### src/hw/pwr_cond_pkg.sv
// constants, types and register map shared by both ends of the link
// assumes one clock pclk, asynchronous active-low reset presetn
package pwr_cond_pkg;
	localparam int NCOND = 4;
	localparam logic [7:0] CMD_SET_FEATURES = 8'hef;
	localparam logic [7:0] FEAT_EPC = 8'h4a;
	localparam logic [3:0] SUB_RESTORE = 4'h0;
	localparam logic [3:0] SUB_GOTO = 4'h1;
	localparam logic [3:0] SUB_SET_TIMER = 4'h2;
	localparam logic [7:0] ID_ALL = 8'hff;
	localparam int SN_UNITS_BIT = 7;
	localparam int SN_DEFAULT_BIT = 6;
	localparam int SN_ENABLE_BIT = 5;
	localparam int SN_SAVE_BIT = 4;
	localparam int ERR_ABORT_BIT = 2;
	localparam int STS_BUSY_BIT = 7;
	localparam int STS_READY_BIT = 6;
	localparam int STS_DEVICE_FAULT_BIT = 5;
	localparam int STS_ERROR_BIT = 0;
	localparam int TIMER_W = 24;
	localparam int SCALED_W = 26;
	localparam logic [TIMER_W-1:0] TIMER_MAX = 24'h3bffc4;
	localparam logic [TIMER_W-1:0] TIMER_MIN = 24'h000000;
	localparam int TIMER_STEP_MS = 100;
	localparam int MINUTE_MS = 60000;
	localparam logic [SCALED_W-1:0] STEPS_PER_MINUTE =
		SCALED_W'(MINUTE_MS / TIMER_STEP_MS);
	localparam logic [NCOND-1:0] COND_CHANGEABLE = 4'hf;
	localparam logic [NCOND-1:0] COND_SAVABLE = 4'hf;
	localparam logic [NCOND-1:0][TIMER_W-1:0] DEF_TIMER = {
		24'h000bb8, 24'h000258, 24'h000032, 24'h000001};
	localparam logic [NCOND-1:0] DEF_TIMER_EN = 4'h1;
	localparam logic [7:0] ERR_RESET = 8'h00;
	localparam logic [7:0] STS_RESET = 8'h40;
	localparam logic [7:0] APB_CMD = 8'h00;
	localparam logic [7:0] APB_TIMER = 8'h04;
	localparam logic [7:0] APB_GO = 8'h08;
	localparam logic [7:0] APB_STAT = 8'h0c;
	localparam int STAT_BUSY_BIT = 16;
	localparam int STAT_DONE_BIT = 17;
	typedef enum logic {DEV_IDLE, DEV_EXEC} dev_state_e;
	typedef enum logic [1:0] {HOST_IDLE, HOST_ISSUE, HOST_WAIT} host_state_e;
endpackage

### src/hw/task_file_if.sv
// task-file link between command issuer and power-condition device
// assumes both ends run on the same pclk
`timescale 1ns/1ps
interface task_file_if;
	logic cmd_valid;
	logic [7:0] feature;
	logic [7:0] sect_count;
	logic [7:0] sect_num;
	logic [7:0] cyl_low;
	logic [7:0] cyl_high;
	logic [7:0] command;
	logic done;
	logic [7:0] command_error_flags;
	logic [7:0] command_completion_status;
	modport device (
		input cmd_valid,
		input feature,
		input sect_count,
		input sect_num,
		input cyl_low,
		input cyl_high,
		input command,
		output done,
		output command_error_flags,
		output command_completion_status
	);
	modport host (
		output cmd_valid,
		output feature,
		output sect_count,
		output sect_num,
		output cyl_low,
		output cyl_high,
		output command,
		input done,
		input command_error_flags,
		input command_completion_status
	);
endinterface // task_file_if

### src/hw/power_condition_subcommands.sv
// device end: decodes and runs the idle-power-condition subcommands
// assumes the issuer holds task-file values while cmd_valid is high
//
// Summary of operation
// - feature 4Ah selects idle power condition subcommands
// - sector count names target condition
// - low nibble zero selects restore settings
// - bit 6 chooses default or saved source
// - default restore loads current from default
// - saved restore loads current from saved
// - restore with save copies current timer
// - restore aborts on bad condition or save
// - low nibble one selects go-to condition
// - go-to halts every enabled timer
// - forced condition entered at once
// - forced condition held until next command
// - go-to aborts on FFh, reserved, feature off
// - low nibble two selects set timer
// - bit 7 picks 100 ms or minute units
// - timer value clamped to limits
// - set timer writes current timer value
// - enable with nonzero timer sets flag
// - enable with zero timer clears flag
// - enable clear clears flag
// - set timer save copies value and flag
`timescale 1ns/1ps
module power_condition_subcommands (
	input wire logic pclk,
	input wire logic presetn,
	task_file_if.device tf,
	input wire logic idle_power_condition_feature,
	output logic forced_valid,
	output logic [7:0] forced_id,
	output logic [pwr_cond_pkg::NCOND-1:0] timer_running,
	output logic [pwr_cond_pkg::NCOND-1:0] cur_timer_en
);
	localparam int N = pwr_cond_pkg::NCOND;
	localparam int TW = pwr_cond_pkg::TIMER_W;
	localparam int SW = pwr_cond_pkg::SCALED_W;

	typedef struct packed {
		pwr_cond_pkg::dev_state_e st;
		logic [7:0] feature;
		logic [7:0] target_condition_id;
		logic [7:0] num;
		logic [15:0] timer;
		logic [7:0] command;
		logic [N-1:0][TW-1:0] cur_t;
		logic [N-1:0] cur_en;
		logic [N-1:0][TW-1:0] sav_t;
		logic [N-1:0] sav_en;
		logic [N-1:0] run;
		logic forced;
		logic [7:0] forced_id;
		logic [7:0] err;
		logic [7:0] sts;
		logic done;
	} dev_s;

	dev_s q;
	dev_s d;

	////////////////////////////////////////////////////////////////////////
	// decode of the captured task file

	logic [N-1:0] sel;
	logic id_all;
	logic id_known;
	logic is_epc;
	logic [3:0] sub;
	logic save;
	logic from_def;
	logic enable;
	logic [SW-1:0] scaled;
	logic [TW-1:0] new_t;
	logic bad_sel;
	logic bad_save;
	logic abort;

	assign is_epc = (q.command == pwr_cond_pkg::CMD_SET_FEATURES) &&
		(q.feature == pwr_cond_pkg::FEAT_EPC);
	assign sub = q.num[3:0];
	assign save = q.num[pwr_cond_pkg::SN_SAVE_BIT];
	assign from_def = q.num[pwr_cond_pkg::SN_DEFAULT_BIT];
	assign enable = q.num[pwr_cond_pkg::SN_ENABLE_BIT];
	assign id_all = (q.target_condition_id == pwr_cond_pkg::ID_ALL);
	assign id_known = id_all || (q.target_condition_id < 8'(N));

	genvar gi;
	generate
		for (gi = 0; gi < N; gi++) begin : g_sel
			assign sel[gi] = id_all ||
				(q.target_condition_id == 8'(gi));
		end
	endgenerate

	assign bad_sel = !id_known ||
		|(sel & ~pwr_cond_pkg::COND_CHANGEABLE);
	assign bad_save = save && |(sel & ~pwr_cond_pkg::COND_SAVABLE);

	// units of a minute scale to 100 ms steps before clamping
	assign scaled = q.num[pwr_cond_pkg::SN_UNITS_BIT] ?
		SW'(q.timer) * pwr_cond_pkg::STEPS_PER_MINUTE :
		SW'(q.timer);
	assign new_t = (scaled > SW'(pwr_cond_pkg::TIMER_MAX)) ?
		pwr_cond_pkg::TIMER_MAX :
		(scaled < SW'(pwr_cond_pkg::TIMER_MIN)) ?
		pwr_cond_pkg::TIMER_MIN : scaled[TW-1:0];

	always_comb begin
		abort = 1'b1;
		if (is_epc && idle_power_condition_feature) begin
			case (sub)
				pwr_cond_pkg::SUB_RESTORE: begin
					abort = bad_sel || bad_save;
				end
				pwr_cond_pkg::SUB_GOTO: begin
					abort = id_all || !id_known;
				end
				pwr_cond_pkg::SUB_SET_TIMER: begin
					abort = bad_sel || bad_save;
				end
				default: begin
					abort = 1'b1;
				end
			endcase
		end
	end

	////////////////////////////////////////////////////////////////////////
	// next state

	always_comb begin
		d = q;
		d.done = 1'b0;
		case (q.st)
			pwr_cond_pkg::DEV_IDLE: begin
				if (tf.cmd_valid) begin
					d.feature = tf.feature;
					d.target_condition_id = tf.sect_count;
					d.num = tf.sect_num;
					d.timer = {tf.cyl_high, tf.cyl_low};
					d.command = tf.command;
					d.forced = 1'b0;
					d.run = q.cur_en;
					d.sts = 8'h00;
					d.sts[pwr_cond_pkg::STS_BUSY_BIT] = 1'b1;
					d.st = pwr_cond_pkg::DEV_EXEC;
				end
			end
			pwr_cond_pkg::DEV_EXEC: begin
				d.st = pwr_cond_pkg::DEV_IDLE;
				d.done = 1'b1;
				d.err = 8'h00;
				d.sts = 8'h00;
				d.sts[pwr_cond_pkg::STS_READY_BIT] = 1'b1;
				d.sts[pwr_cond_pkg::STS_DEVICE_FAULT_BIT] = 1'b0;
				if (abort) begin
					d.err[pwr_cond_pkg::ERR_ABORT_BIT] = 1'b1;
					d.sts[pwr_cond_pkg::STS_ERROR_BIT] = 1'b1;
				end else if (sub == pwr_cond_pkg::SUB_GOTO) begin
					d.run = '0;
					d.forced = 1'b1;
					d.forced_id = q.target_condition_id;
				end else begin
					for (int i = 0; i < N; i++) begin
						if (sel[i] && sub == pwr_cond_pkg::SUB_RESTORE) begin
							if (from_def) begin
								d.cur_t[i] = pwr_cond_pkg::DEF_TIMER[i];
								d.cur_en[i] = pwr_cond_pkg::DEF_TIMER_EN[i];
							end else begin
								d.cur_t[i] = q.sav_t[i];
								d.cur_en[i] = q.sav_en[i];
							end
							if (save) begin
								d.sav_t[i] = d.cur_t[i];
							end
						end
						if (sel[i] && sub == pwr_cond_pkg::SUB_SET_TIMER) begin
							d.cur_t[i] = new_t;
							if (enable && new_t != '0) begin
								d.cur_en[i] = 1'b1;
							end else if (enable) begin
								d.cur_en[i] = 1'b0;
							end else begin
								d.cur_en[i] = 1'b0;
							end
							if (save) begin
								d.sav_t[i] = d.cur_t[i];
								d.sav_en[i] = d.cur_en[i];
							end
						end
					end
					d.run = d.cur_en;
				end
			end
			default: begin
				d.st = pwr_cond_pkg::DEV_IDLE;
			end
		endcase
	end

	////////////////////////////////////////////////////////////////////////
	// state register

	always_ff @(posedge pclk or negedge presetn) begin
		if (!presetn) begin
			q.st <= pwr_cond_pkg::DEV_IDLE;
			q.feature <= 8'h00;
			q.target_condition_id <= 8'h00;
			q.num <= 8'h00;
			q.timer <= 16'h0000;
			q.command <= 8'h00;
			q.cur_t <= pwr_cond_pkg::DEF_TIMER;
			q.cur_en <= pwr_cond_pkg::DEF_TIMER_EN;
			q.sav_t <= pwr_cond_pkg::DEF_TIMER;
			q.sav_en <= pwr_cond_pkg::DEF_TIMER_EN;
			q.run <= pwr_cond_pkg::DEF_TIMER_EN;
			q.forced <= 1'b0;
			q.forced_id <= 8'h00;
			q.err <= pwr_cond_pkg::ERR_RESET;
			q.sts <= pwr_cond_pkg::STS_RESET;
			q.done <= 1'b0;
		end else begin
			q <= d;
		end
	end

	assign tf.done = q.done;
	assign tf.command_error_flags = q.err;
	assign tf.command_completion_status = q.sts;
	assign forced_valid = q.forced;
	assign forced_id = q.forced_id;
	assign timer_running = q.run;
	assign cur_timer_en = q.cur_en;
endmodule // power_condition_subcommands

### src/flat_wrapper.sv
// flat-port wrapper written by rule: the top's interface ports become plain ports
module power_condition_subcommands_flat 
  (pclk, presetn, idle_power_condition_feature, forced_valid, forced_id, timer_running, cur_timer_en, tf_cmd_valid, tf_feature, tf_sect_count, tf_sect_num, tf_cyl_low, tf_cyl_high, tf_command, tf_done, tf_command_error_flags, tf_command_completion_status);
  task_file_if tf_i ();
  input wire logic pclk;
  input wire logic presetn;
  input wire logic idle_power_condition_feature;
  output logic forced_valid;
  output logic [7:0] forced_id;
  output logic [pwr_cond_pkg::NCOND-1:0] timer_running;
  output logic [pwr_cond_pkg::NCOND-1:0] cur_timer_en;
  input wire logic [$bits(tf_i.cmd_valid)-1:0] tf_cmd_valid;
  input wire logic [$bits(tf_i.feature)-1:0] tf_feature;
  input wire logic [$bits(tf_i.sect_count)-1:0] tf_sect_count;
  input wire logic [$bits(tf_i.sect_num)-1:0] tf_sect_num;
  input wire logic [$bits(tf_i.cyl_low)-1:0] tf_cyl_low;
  input wire logic [$bits(tf_i.cyl_high)-1:0] tf_cyl_high;
  input wire logic [$bits(tf_i.command)-1:0] tf_command;
  output wire logic [$bits(tf_i.done)-1:0] tf_done;
  output wire logic [$bits(tf_i.command_error_flags)-1:0] tf_command_error_flags;
  output wire logic [$bits(tf_i.command_completion_status)-1:0] tf_command_completion_status;
  assign tf_i.cmd_valid = tf_cmd_valid;
  assign tf_i.feature = tf_feature;
  assign tf_i.sect_count = tf_sect_count;
  assign tf_i.sect_num = tf_sect_num;
  assign tf_i.cyl_low = tf_cyl_low;
  assign tf_i.cyl_high = tf_cyl_high;
  assign tf_i.command = tf_command;
  assign tf_done = tf_i.done;
  assign tf_command_error_flags = tf_i.command_error_flags;
  assign tf_command_completion_status = tf_i.command_completion_status;
  power_condition_subcommands u_core (.pclk(pclk), .presetn(presetn), .tf(tf_i), .idle_power_condition_feature(idle_power_condition_feature), .forced_valid(forced_valid), .forced_id(forced_id), .timer_running(timer_running), .cur_timer_en(cur_timer_en));
endmodule
### config.mk
export PLATFORM = sky130hd
export DESIGN_NAME = power_condition_subcommands_flat
export DESIGN_NICKNAME = d
export VERILOG_FILES = /design/src/hw/pwr_cond_pkg.sv /design/src/hw/task_file_if.sv /design/src/hw/power_condition_subcommands.sv /design/src/flat_wrapper.sv
export SDC_FILE = /design/constraint.sdc
export NUM_CORES = 1
export LEC_CHECK = 0
export BUFFER_PORTS_ARGS = -buffer_cell sky130_fd_sc_hd__buf_4
export CAP_MARGIN = 15
export CELL_PAD_IN_SITES_DETAIL_PLACEMENT = 1
export CELL_PAD_IN_SITES_GLOBAL_PLACEMENT = 2
export CORE_MARGIN = 10
export CORE_UTILIZATION = 40
export DETAILED_ROUTE_END_ITERATION = 8
export GPL_ROUTABILITY_DRIVEN = 0
export PLACE_DENSITY = 0.86
export SYNTH_ARGS = -nofsm -noshare
export SYNTH_HDL_FRONTEND = slang
export SYNTH_SLANG_ARGS = --single-unit
### constraint.sdc
create_clock -name pclk -period 9.5 [get_ports pclk]
set_input_delay 0.475 -clock pclk [delete_from_list [all_inputs] [get_ports pclk]]
set_output_delay 0.475 -clock pclk [all_outputs]
set_load 0.02 [all_outputs]
==> results of run 1 <==
[per-stage QoR]
step	setup WS [ps]	hold WS, ps	instance area, um2
after detailed placement	4394	472.0	6246
after global routing	4128	356.0	6553
after global placement	4536	471.4	6246
final	4377	262.0	6553
after floorplan	4831	179.4	5748
after CTS	4390	321.5	6553
[worst max-delay path, cell delays in order, from the launching register on]
cell and delay [ps]:
dfrtp_1 480, ha_1 340, ha_1 310, fa_1 540, inv_1 50, fa_1 490, inv_1 40, ha_1 370
a21oi_1 290, o21ai_0 120, a21o_1 240, or4b_1 500, a31oi_1 200, and4_1 230, a41oi_2 200, or2_4 340
mux2_4 260
[path summary, 6_finish.rpt]
| check | from | to | slack, ps | depth (start not counted) |
|---|---|---|---|---|
| max reg2reg | u_core.q[243] | u_core.q[33] | 4380 | 16 |
| min reg2reg | u_core.forced_id[7] | u_core.forced_id[7] | 490 | 1 |
| max in group asynchronous | presetn | u_core.q[243] | 8580 | 1 |
| max | u_core.q[243] | u_core.q[33] | 4380 | 16 |
| min | presetn | u_core.cur_timer_en[3] | 260 | 1 |
| min in group pclk | tf_sect_num[7] | u_core.q[261] | 340 | 3 |
[synthesized netlist by cell type, drive strengths merged (6+ instances only)]
library cell / number
a211oi: 6
a21o: 10
a21oi: 25
a31oi: 6
and2: 9
buf: 33
clkbuf: 12
dfrtp: 71
fa: 23
ha: 61
inv: 67
mux2: 42
nand2: 33
nand3: 7
nand4: 8
nor2: 32
nor3: 9
nor4: 7
o21ai: 35
xnor2: 6
[logic make-up (layout without fill, tap and decap cells)]
| logic type | after synthesis | count (layout) | synth area share |
|---|---|---|---|
| AO/OA/AOI/OAI | 110 | 110 | 0.1250 |
| XOR/XNOR | 11 | 11 | 0.01688 |
| adder cells (fa/ha/maj) | 84 | 84 | 0.2144 |
| buffers and inverters | 112 | 157 | 0.09493 |
| flip-flops | 75 | 75 | 0.3298 |
| multiplexers | 46 | 46 | 0.09187 |
| other | 1 | 12 | 0.0006571 |
| AND/OR/NAND/NOR | 138 | 138 | 0.1265 |
[routing by layer]
metal,vias to the layer above,wire (um),share of wire
met3,13,586,0.039
met2,82,7112,0.48
met4,0,167,0.011
met5,-,0,0
li1,2073,-,-
met1,2206,7004,0.47
[flip-flops by register name (all words and copies together) (netlist names)]
| name | cells |
|---|---|
| u_core.timer_running | 4 |
| u_core.tf.command_error_flags | 1 |
| u_core.forced_valid | 1 |
| u_core.from_def | 1 |
| u_core.q | 51 |
| u_core.tf.done | 1 |
| u_core.enable | 1 |
| u_core.tf.command_completion_status | 3 |
| u_core.forced_id | 8 |
| u_core.cur_timer_en | 4 |
[cell type report]
class | instances | area (um2) | share of cell area
flip-flops and latches | 75 | 1882 | 0.2872
well taps | 180 | 225.2 | 0.03437
repair buffers | 74 | 555.5 | 0.08478
multi-input cells | 401 | 3332 | 0.5085
clock buffers | 9 | 225.2 | 0.03437
inverters | 67 | 251.5 | 0.03838
clock inverters | 7 | 81.33 | 0.01241
[power by group through the flow]
stage                     logic [mW]  clock network [mW]  registers (mW)
final                           1.09               0.352           0.391
after global placement          1.05                   0           0.395
after floorplan                0.834                   0           0.380
after CTS                       1.10               0.360           0.392
after global routing            1.23               0.373           0.398
after detailed placement        1.09                   0           0.398
==> results.yml, run 1 <==
logic_synthesis:
  synth-main-ff-cell: "dfrtp_1"
  synthCells: 577
  synth_warnings: 0
  syn_area_per_cell_um2: 9.890
  seq_area_frac_synth: 0.3298
  netlist_area_um2: 5707
  synth_area_leaders: "dfrtp_1 (31%), ha_1 (13%), fa_1 (8.1%)"
  synth_edf_count: 0
  synth_top_area_cell: "dfrtp_1"
  yosys.area.top_type_share: 0.3113
  synth.ff_latch_count: 75
  async_reset_ff_frac: 1.000
  yosys.cell_types.count: 58
final_layout:
  nets: 764
  area.growth.synth_to_final_pct: 14.82
  finalNonFillerCells: 813
  post-route-util: 0.4702
  final_common_cell: "buf_4"
  diodes: 0
  mostFrequentLayoutCells: "buf_4 (74), dfrtp_1 (71), inv_1 (67)"
  fill_cells: 1586
  layout-drive-gt1-share: 0.2370
global_routing:
  grt-busiest-layer: "met2"
  grt_overflow: 0
  grt_max_degree: 76
  use_met3: 0.03743
  grt_use_met1: 0.1974
  grt_pass1_vias: 4765
  grt_pass1_wl_um: 24520
  antenna_found_initial: 0
  grtUsageMet2: 0.2481
  grtUsageTotal: 0.1516
detailed_routing:
  post_drt_wl_per_cell_um: 18.29
  vias: 4374
  wirelength_um: 14870
  route.detailed.drc: 0
  drt-initial-drc-count: 228
  ant_nets: 0
  route.detailed.vias_per_inst: 5.380
  firstDrtPassIters: 5
sta:
  setup-tns-final_ps: 0
  period_share: 0.5393
  slew_headroom: 0.3617
  rsz0062_at_grt: "false"
  period_minus_slack_ps: 5123
  hold_violations: 0
  timing.fmax_mhz: 195.2
  setup_viol: 0
  final_max_slew_viol_count: 0
  worst_pin_slew_ps: 957.5
  finalClockSkew_ps: 8.931
clock_tree:
  tritoncts: "built"
  cts_post_setup_buffers_inserted: 0
  cts_buffers: 9
  htree_levels: 3
  cts_buffer_depth: 2
  clkSinkCount: 75
  root_buffer: "clkbuf_16"
  clk_pin_slew_ps: 60
  hold_buffers: 0
  cts_resized: 0
  insertion_delay_ps: 340
placed_design:
  dp_hpwl_um: 12150
  placed_cells: 797
  io_buffers: 73
power_and_ir_drop:
  pwr-share-clk: 0.192
  power.density_nw_per_um2: 279.4
  comb_power_share: 0.594
  peakVddDrop_mv: 0.1277
  power_switching_share: 0.4541
  p_sw_mw: 0.8313
  pwr-share-seq: 0.214
  p_leak_nw: 3.184
  finalPower_mw: 1.831
  internal_power_mw: 0.9995
hold_path:
  hp-class: "input pin to asynchronous set/reset pin"
setup_path:
  critPathLaunchType: "flop"
  cp-end-kind: "flop"
  critPathKind: "flop to flop"
  crit_path_max_fanout: 6
  cp.required_ps: 9720
  worst_ep_arrival_time_ps: 5340
status:
  status: "finished, final reports clean"
floorplanning:
  initial_core_util: 0.4095
  fp.dieArea_um2: 19440
  die_w_um: 139.4
  die_h_um: 139.4
  top_level_ports: 86
  fp-row-count: 43
  fp.coreArea_um2: 13930
flow_run:
  cap_violations: 0
(Power assumes the default switching activity.)
==> run 2: changes to the inputs <==
--- a/config.mk
+++ b/config.mk
@@ -5,15 +5,16 @@
 export SDC_FILE = /design/constraint.sdc
 export NUM_CORES = 1
 export LEC_CHECK = 0
+export ABC_AREA = 1
 export BUFFER_PORTS_ARGS = -buffer_cell sky130_fd_sc_hd__buf_4
 export CAP_MARGIN = 15
 export CELL_PAD_IN_SITES_DETAIL_PLACEMENT = 1
 export CELL_PAD_IN_SITES_GLOBAL_PLACEMENT = 2
 export CORE_MARGIN = 10
-export CORE_UTILIZATION = 40
+export CORE_UTILIZATION = 33
 export DETAILED_ROUTE_END_ITERATION = 8
 export GPL_ROUTABILITY_DRIVEN = 0
-export PLACE_DENSITY = 0.86
+export PLACE_DENSITY = 0.8
 export SYNTH_ARGS = -nofsm -noshare
 export SYNTH_HDL_FRONTEND = slang
 export SYNTH_SLANG_ARGS = --single-unit
==> constraint.sdc (replaced) <==
create_clock -name pclk -period 4.8 [get_ports pclk]
set_input_delay 0.24 -clock pclk [delete_from_list [all_inputs] [get_ports pclk]]
set_output_delay 0.24 -clock pclk [all_outputs]
set_load 0.02 [all_outputs]
==> results.yml, run 2 <==
final_layout:
  largest_registers: "u_core.q x51, u_core.forced_id x8"
  area.growth.synth_to_final_pct: 15.38
  mostFrequentLayoutCells: "nand2_1 (279), inv_1 (139), buf_4 (75)"
  final_common_cell: "nand2_1"
  post-route-util: 0.3922
  max_flop_register: "u_core.q"
  layout-drive-gt1-share: 0.1301
  diodes: 0
  nets: 1038
  largest_register_ffs: 51
status:
  status: "finished, final reports clean"
setup_path:
  critPathKind: "flop to flop"
  r2r-start: "u_core.q[244]"
  crit_path_max_fanout: 8
  r2r-end: "u_core.timer_running[3]"
  critPathLaunchType: "flop"
  cp.required_ps: 5020
  cp-end-kind: "flop"
  worst_ep_arrival_time_ps: 4620
  ff2ff_path_depth: 24
  r2r_slack_ps: 400
placed_design:
  dp_hpwl_um: 14310
  io_buffers: 73
floorplanning:
  fp.coreArea_um2: 18150
  top_level_ports: 86
  die_w_um: 156.7
  initial_core_util: 0.3399
  die_h_um: 156.7
  fp-row-count: 49
  fp.dieArea_um2: 24560
clock_tree:
  hold_buffers: 0
  cts_post_setup_buffers_inserted: 0
  htree_levels: 3
  cts_buffer_depth: 2
  clk_pin_slew_ps: 70
  clkSinkCount: 75
  cts_buffers: 9
  root_buffer: "clkbuf_16"
  cts_resized: 0
  tritoncts: "built"
  insertion_delay_ps: 340
sta:
  rsz0062_at_grt: "false"
  period_minus_slack_ps: 4402
  period_share: 0.9170
  final_max_slew_viol_count: 0
  timing.fmax_mhz: 227.2
  finalClockSkew_ps: 11.69
  setup_viol: 0
  slew_headroom: 0.2996
  worst_pin_slew_ps: 1051
  setup-tns-final_ps: 0
  hold_violations: 0
detailed_routing:
  met1Wirelength_um: 8948
  vias: 5361
  post_drt_wl_per_cell_um: 15.32
  ant_nets: 0
  firstDrtPassIters: 4
  drt-initial-drc-count: 192
  route.detailed.drc: 0
  wl_met2_um: 7756
  wirelength_um: 17400
  wl_met3_um: 555
  topRoutingLayerUsed: "met4"
  route.detailed.vias_per_inst: 4.719
power_and_ir_drop:
  power.density_nw_per_um2: 511.1
  internal_power_mw: 1.875
  power_switching_share: 0.4844
  pwr-share-seq: 0.212
  pwr-share-clk: 0.195
  comb_power_share: 0.593
  p_leak_nw: 3.916
  p_sw_mw: 1.762
  peakVddDrop_mv: 0.1788
logic_synthesis:
  synth_edf_count: 0
  async_reset_ff_frac: 1.000
  synth.ff_latch_count: 75
  synthTopCellsByCount: "nand2_1 (279), inv_1 (139), dfrtp_1 (71)"
  synthCells: 851
  synth_warnings: 0
  yosys.area.top_type_share: 0.2880
  synth-main-ff-cell: "dfrtp_1"
  synth_top_area_cell: "dfrtp_1"
  yosys.cell_count.top_type: "nand2_1"
  yosys.cell_types.count: 37
  netlist_area_um2: 6168
  seq_area_frac_synth: 0.3051
  syn_area_per_cell_um2: 7.248
  synth_area_leaders: "dfrtp_1 (29%), nand2_1 (17%), ha_1 (12%)"
global_routing:
  grtUsageTotal: 0.1459
  grt_pass1_vias: 5679
  grt_pass1_wl_um: 29130
  antenna_found_initial: 0
  grt_max_degree: 76
  grt_overflow: 0
flow_run:
  cap_violations: 0
hold_path:
  hp-class: "input pin to asynchronous set/reset pin"
==> run 2: critical path, stage by stage, from the launching register on <==
cell and delay (ps):
dfrtp_1 450, ha_1 320, ha_1 300, fa_1 540, inv_1 50, fa_1 500, inv_1 50, ha_2 360
nand2_1 120, nor2_2 160, nand3_1 110, nand2_1 110, nand2_1 60, nand2_1 120, nand2_1 100, nand2_1 70
nand2_1 40, nand3_1 80, nand2_1 70, nor2_1 160, nand3_2 140, nand2_4 150, nand2_1 70, nand2_1 90
a21oi_1 60
==> run 2: worst max-delay path by stage <==
stage	start	end	cells past startpoint
after floorplan	u_core.q[244]	u_core.timer_running[3]	21
after global placement	u_core.q[243]	u_core.timer_running[3]	24
after detailed placement	u_core.q[243]	u_core.timer_running[3]	24
after CTS	u_core.q[243]	u_core.timer_running[3]	24
after global routing	u_core.q[244]	u_core.timer_running[2]	24
final	u_core.q[244]	u_core.timer_running[3]	24
==> run 2: cell families after synthesis <==
kind of cell / synth area share
DFF: 0.3051
adders and majority gates: 0.1984
and+or+nand+nor: 0.2893
other: 0.0006079
AOI/OAI and AO/OA: 0.06957
buffers and inverters: 0.1371
==> run 2: final cells by class <==
type                            instances  area [um2]
Timing Repair Buffer                   75       563.0
Inverter                              146       549.3
Tap cell                              229       286.5
Clock inverter                          7       92.59
Clock buffer                            9       225.2
Sequential cell                        75        1883
Fill cell                            2312       11030
Multi-Input combinational cell        595        3517
==> run 2: metrics by stage <==
stage	hold slack [ps]	cells	setup WS, ps	power [mW]	instance area (um2)
2_1_floorplan	-55.59	862	984.6	2.338	6210
3_3_place_gp	444.3	1120	252.4	2.894	6770
3_5_place_dp	448.4	1120	166.7	2.934	6770
4_1_cts	85.67	1136	132.5	3.666	7088
5_1_grt	98.19	1136	30.38	4.080	7117
6_report	43.69	1136	398.4	3.638	7117
==> run 2: power groups by stage <==
stage          logic, mW  registers (mW)  clock network, mW
2_1_floorplan       1.59           0.751                  0
3_3_place_gp        2.11           0.780                  0
3_5_place_dp        2.15           0.782                  0
4_1_cts             2.17           0.771              0.728
5_1_grt             2.54           0.782              0.754
6_report            2.16           0.770              0.709
==> run 2: per-layer routing <==
layer  track usage  up-vias
met5             0        -
met4       0.02742        0
met3       0.02878       11
met2        0.2271       77
met1        0.2052     2554
li1              -     2719
==> run 3: changes to the inputs <==
--- a/config.mk
+++ b/config.mk
@@ -15,6 +15,7 @@
 export DETAILED_ROUTE_END_ITERATION = 8
 export GPL_ROUTABILITY_DRIVEN = 0
 export PLACE_DENSITY = 0.8
+export REMOVE_ABC_BUFFERS = 1
 export SYNTH_ARGS = -nofsm -noshare
 export SYNTH_HDL_FRONTEND = slang
 export SYNTH_SLANG_ARGS = --single-unit
==> results.yml, run 3 (synthesis results as in run 2) <==
sta:
  setup_viol: 0
  timing.fmax_mhz: 228.1
  rsz0062_at_grt: "false"
  period_share: 0.9133
  final_max_slew_viol_count: 0
  timing.final.ws_setup_ps: 415.9
  worst_pin_slew_ps: 987.4
  hold_violations: 0
  period_minus_slack_ps: 4384
  setup-tns-final_ps: 0
  finalClockSkew_ps: 10.13
  slew_headroom: 0.3417
floorplanning:
  die_w_um: 156.7
  initial_core_util: 0.3399
  fp-row-count: 49
  fp.coreArea_um2: 18150
  top_level_ports: 86
  fp.dieArea_um2: 24560
  die_h_um: 156.7
final_layout:
  post-route-util: 0.3924
  final_common_cell: "nand2_1"
  layout-drive-gt1-share: 0.1269
  finalNonFillerCells: 1135
  largest_register_ffs: 51
  diodes: 0
  largest_registers: "u_core.q x51, u_core.forced_id x8"
  mostFrequentLayoutCells: "nand2_1 (279), inv_1 (139), buf_4 (74)"
  final_area_um2: 7121
  max_flop_register: "u_core.q"
  area.growth.synth_to_final_pct: 15.44
  nets: 1037
clock_tree:
  cts_buffers: 9
  clkSinkCount: 75
  clk_pin_slew_ps: 60
  htree_levels: 3
  tritoncts: "built"
  cts_buffer_depth: 2
  root_buffer: "clkbuf_16"
  hold_buffers: 0
  insertion_delay_ps: 340
detailed_routing:
  post_drt_wl_per_cell_um: 14.97
  route.detailed.drc: 0
  drt-initial-drc-count: 174
  wirelength_um: 17000
  vias: 5300
  route.detailed.vias_per_inst: 4.670
  ant_nets: 0
  firstDrtPassIters: 4
global_routing:
  antenna_found_initial: 0
  grt_max_degree: 76
  grt_pass1_vias: 5483
  grt_overflow: 0
  grt_pass1_wl_um: 27990
  grtUsageTotal: 0.1397
setup_path:
  critPathLaunchType: "flop"
  critPathKind: "flop to flop"
  worst_ep_arrival_time_ps: 4590
  cp.required_ps: 5010
  cp-end-kind: "flop"
  crit_path_max_fanout: 8
power_and_ir_drop:
  power.density_nw_per_um2: 511.8
  p_leak_nw: 3.922
  peakVddDrop_mv: 0.1880
status:
  status: "finished, final reports clean"
placed_design:
  dpl_cell_area_um2: 6763
  io_buffers: 73
  pre_cts_slack_ps: 254.4
  placed_cells: 1119
  dp_hpwl_um: 13910
flow_run:
  cap_violations: 0
hold_path:
  hp-class: "input pin to asynchronous set/reset pin"
==> run 3: cell types whose count changed in the layout (fill, tap and decap cells not counted), sizes merged <==
cell    change
buf         -1
bufinv      +2
clkbuf      +2
inv         -4
==> run 3: worst max-delay path: stages (launching register included) <==
cell     delay [ps]
dfrtp_2         470
ha_1            310
ha_1            300
fa_1            540
inv_1            50
fa_1            500
inv_1            40
ha_1            360
nand2_1         150
nor2_1          210
nand2_1         100
nand4_1          80
nand3_1         160
o21ai_0         200
nand4_1         150
nor2_1          130
nand3_2         130
nand2_4         130
nand2_1          80
nand2_1          90
a21oi_1          70
==> run 3: final cells by class <==
cell class / instances / area, um2
sequential: 75 / 1883
inverter: 146 / 549.3
fill: 2269 / 11030
multi-input combinational: 595 / 3510
clock inverter: 5 / 103.9
tap: 229 / 286.5
timing repair buffer: 74 / 555.5
clock buffer: 11 / 232.7
==> run 3: path summary, 6_finish.rpt <==
path	slack (ps)	cells after the start	endpoint	start
min in group pclk	100	3	u_core.q[269]	tf_sect_count[7]
max in group asynchronous	4060	1	u_core.q[243]	presetn
setup / recovery	420	20	u_core.timer_running[1]	u_core.q[243]
hold / removal	50	1	u_core.forced_id[5]	presetn
hold reg to reg	470	2	u_core.tf.command_completion_status[6]	u_core.tf.command_completion_status[6]
setup reg to reg	420	20	u_core.timer_running[1]	u_core.q[243]
==> run 3: timing repair <==
| item | CTS | global route |
|---|---|---|
| buffers inserted | 0 | 0 |
| endpoints found under the setup margin | 0 | 8 |
| resized for setup | 0 | 6 |
==> run 3: through the flow <==
step                total power, mW  hold slack, ps
detailed placement            2.908           445.5
CTS                           3.684           90.24
global route                  4.086           97.56
global placement              2.886           442.9
floorplan                     2.317          -55.59
finish                        3.644           47.57
==> run 3: metal layers <==
| metal | wire [um] | vias to the layer above | share of wire | track usage |
|---|---|---|---|---|
| met5 | 0 | - | 0 | 0 |
| met4 | 136 | 0 | 0.0080 | 0.02472 |
| met3 | 689 | 9 | 0.041 | 0.02851 |
| met2 | 7642 | 75 | 0.45 | 0.2159 |
| met1 | 8528 | 2499 | 0.50 | 0.1978 |
| li1 | - | 2717 | - | - |
==> run 3: power by group <==
part           internal, mW  switching, mW
clock network         0.508          0.255
registers             0.695         0.0781
logic                 0.739           1.37
total                  1.94           1.70
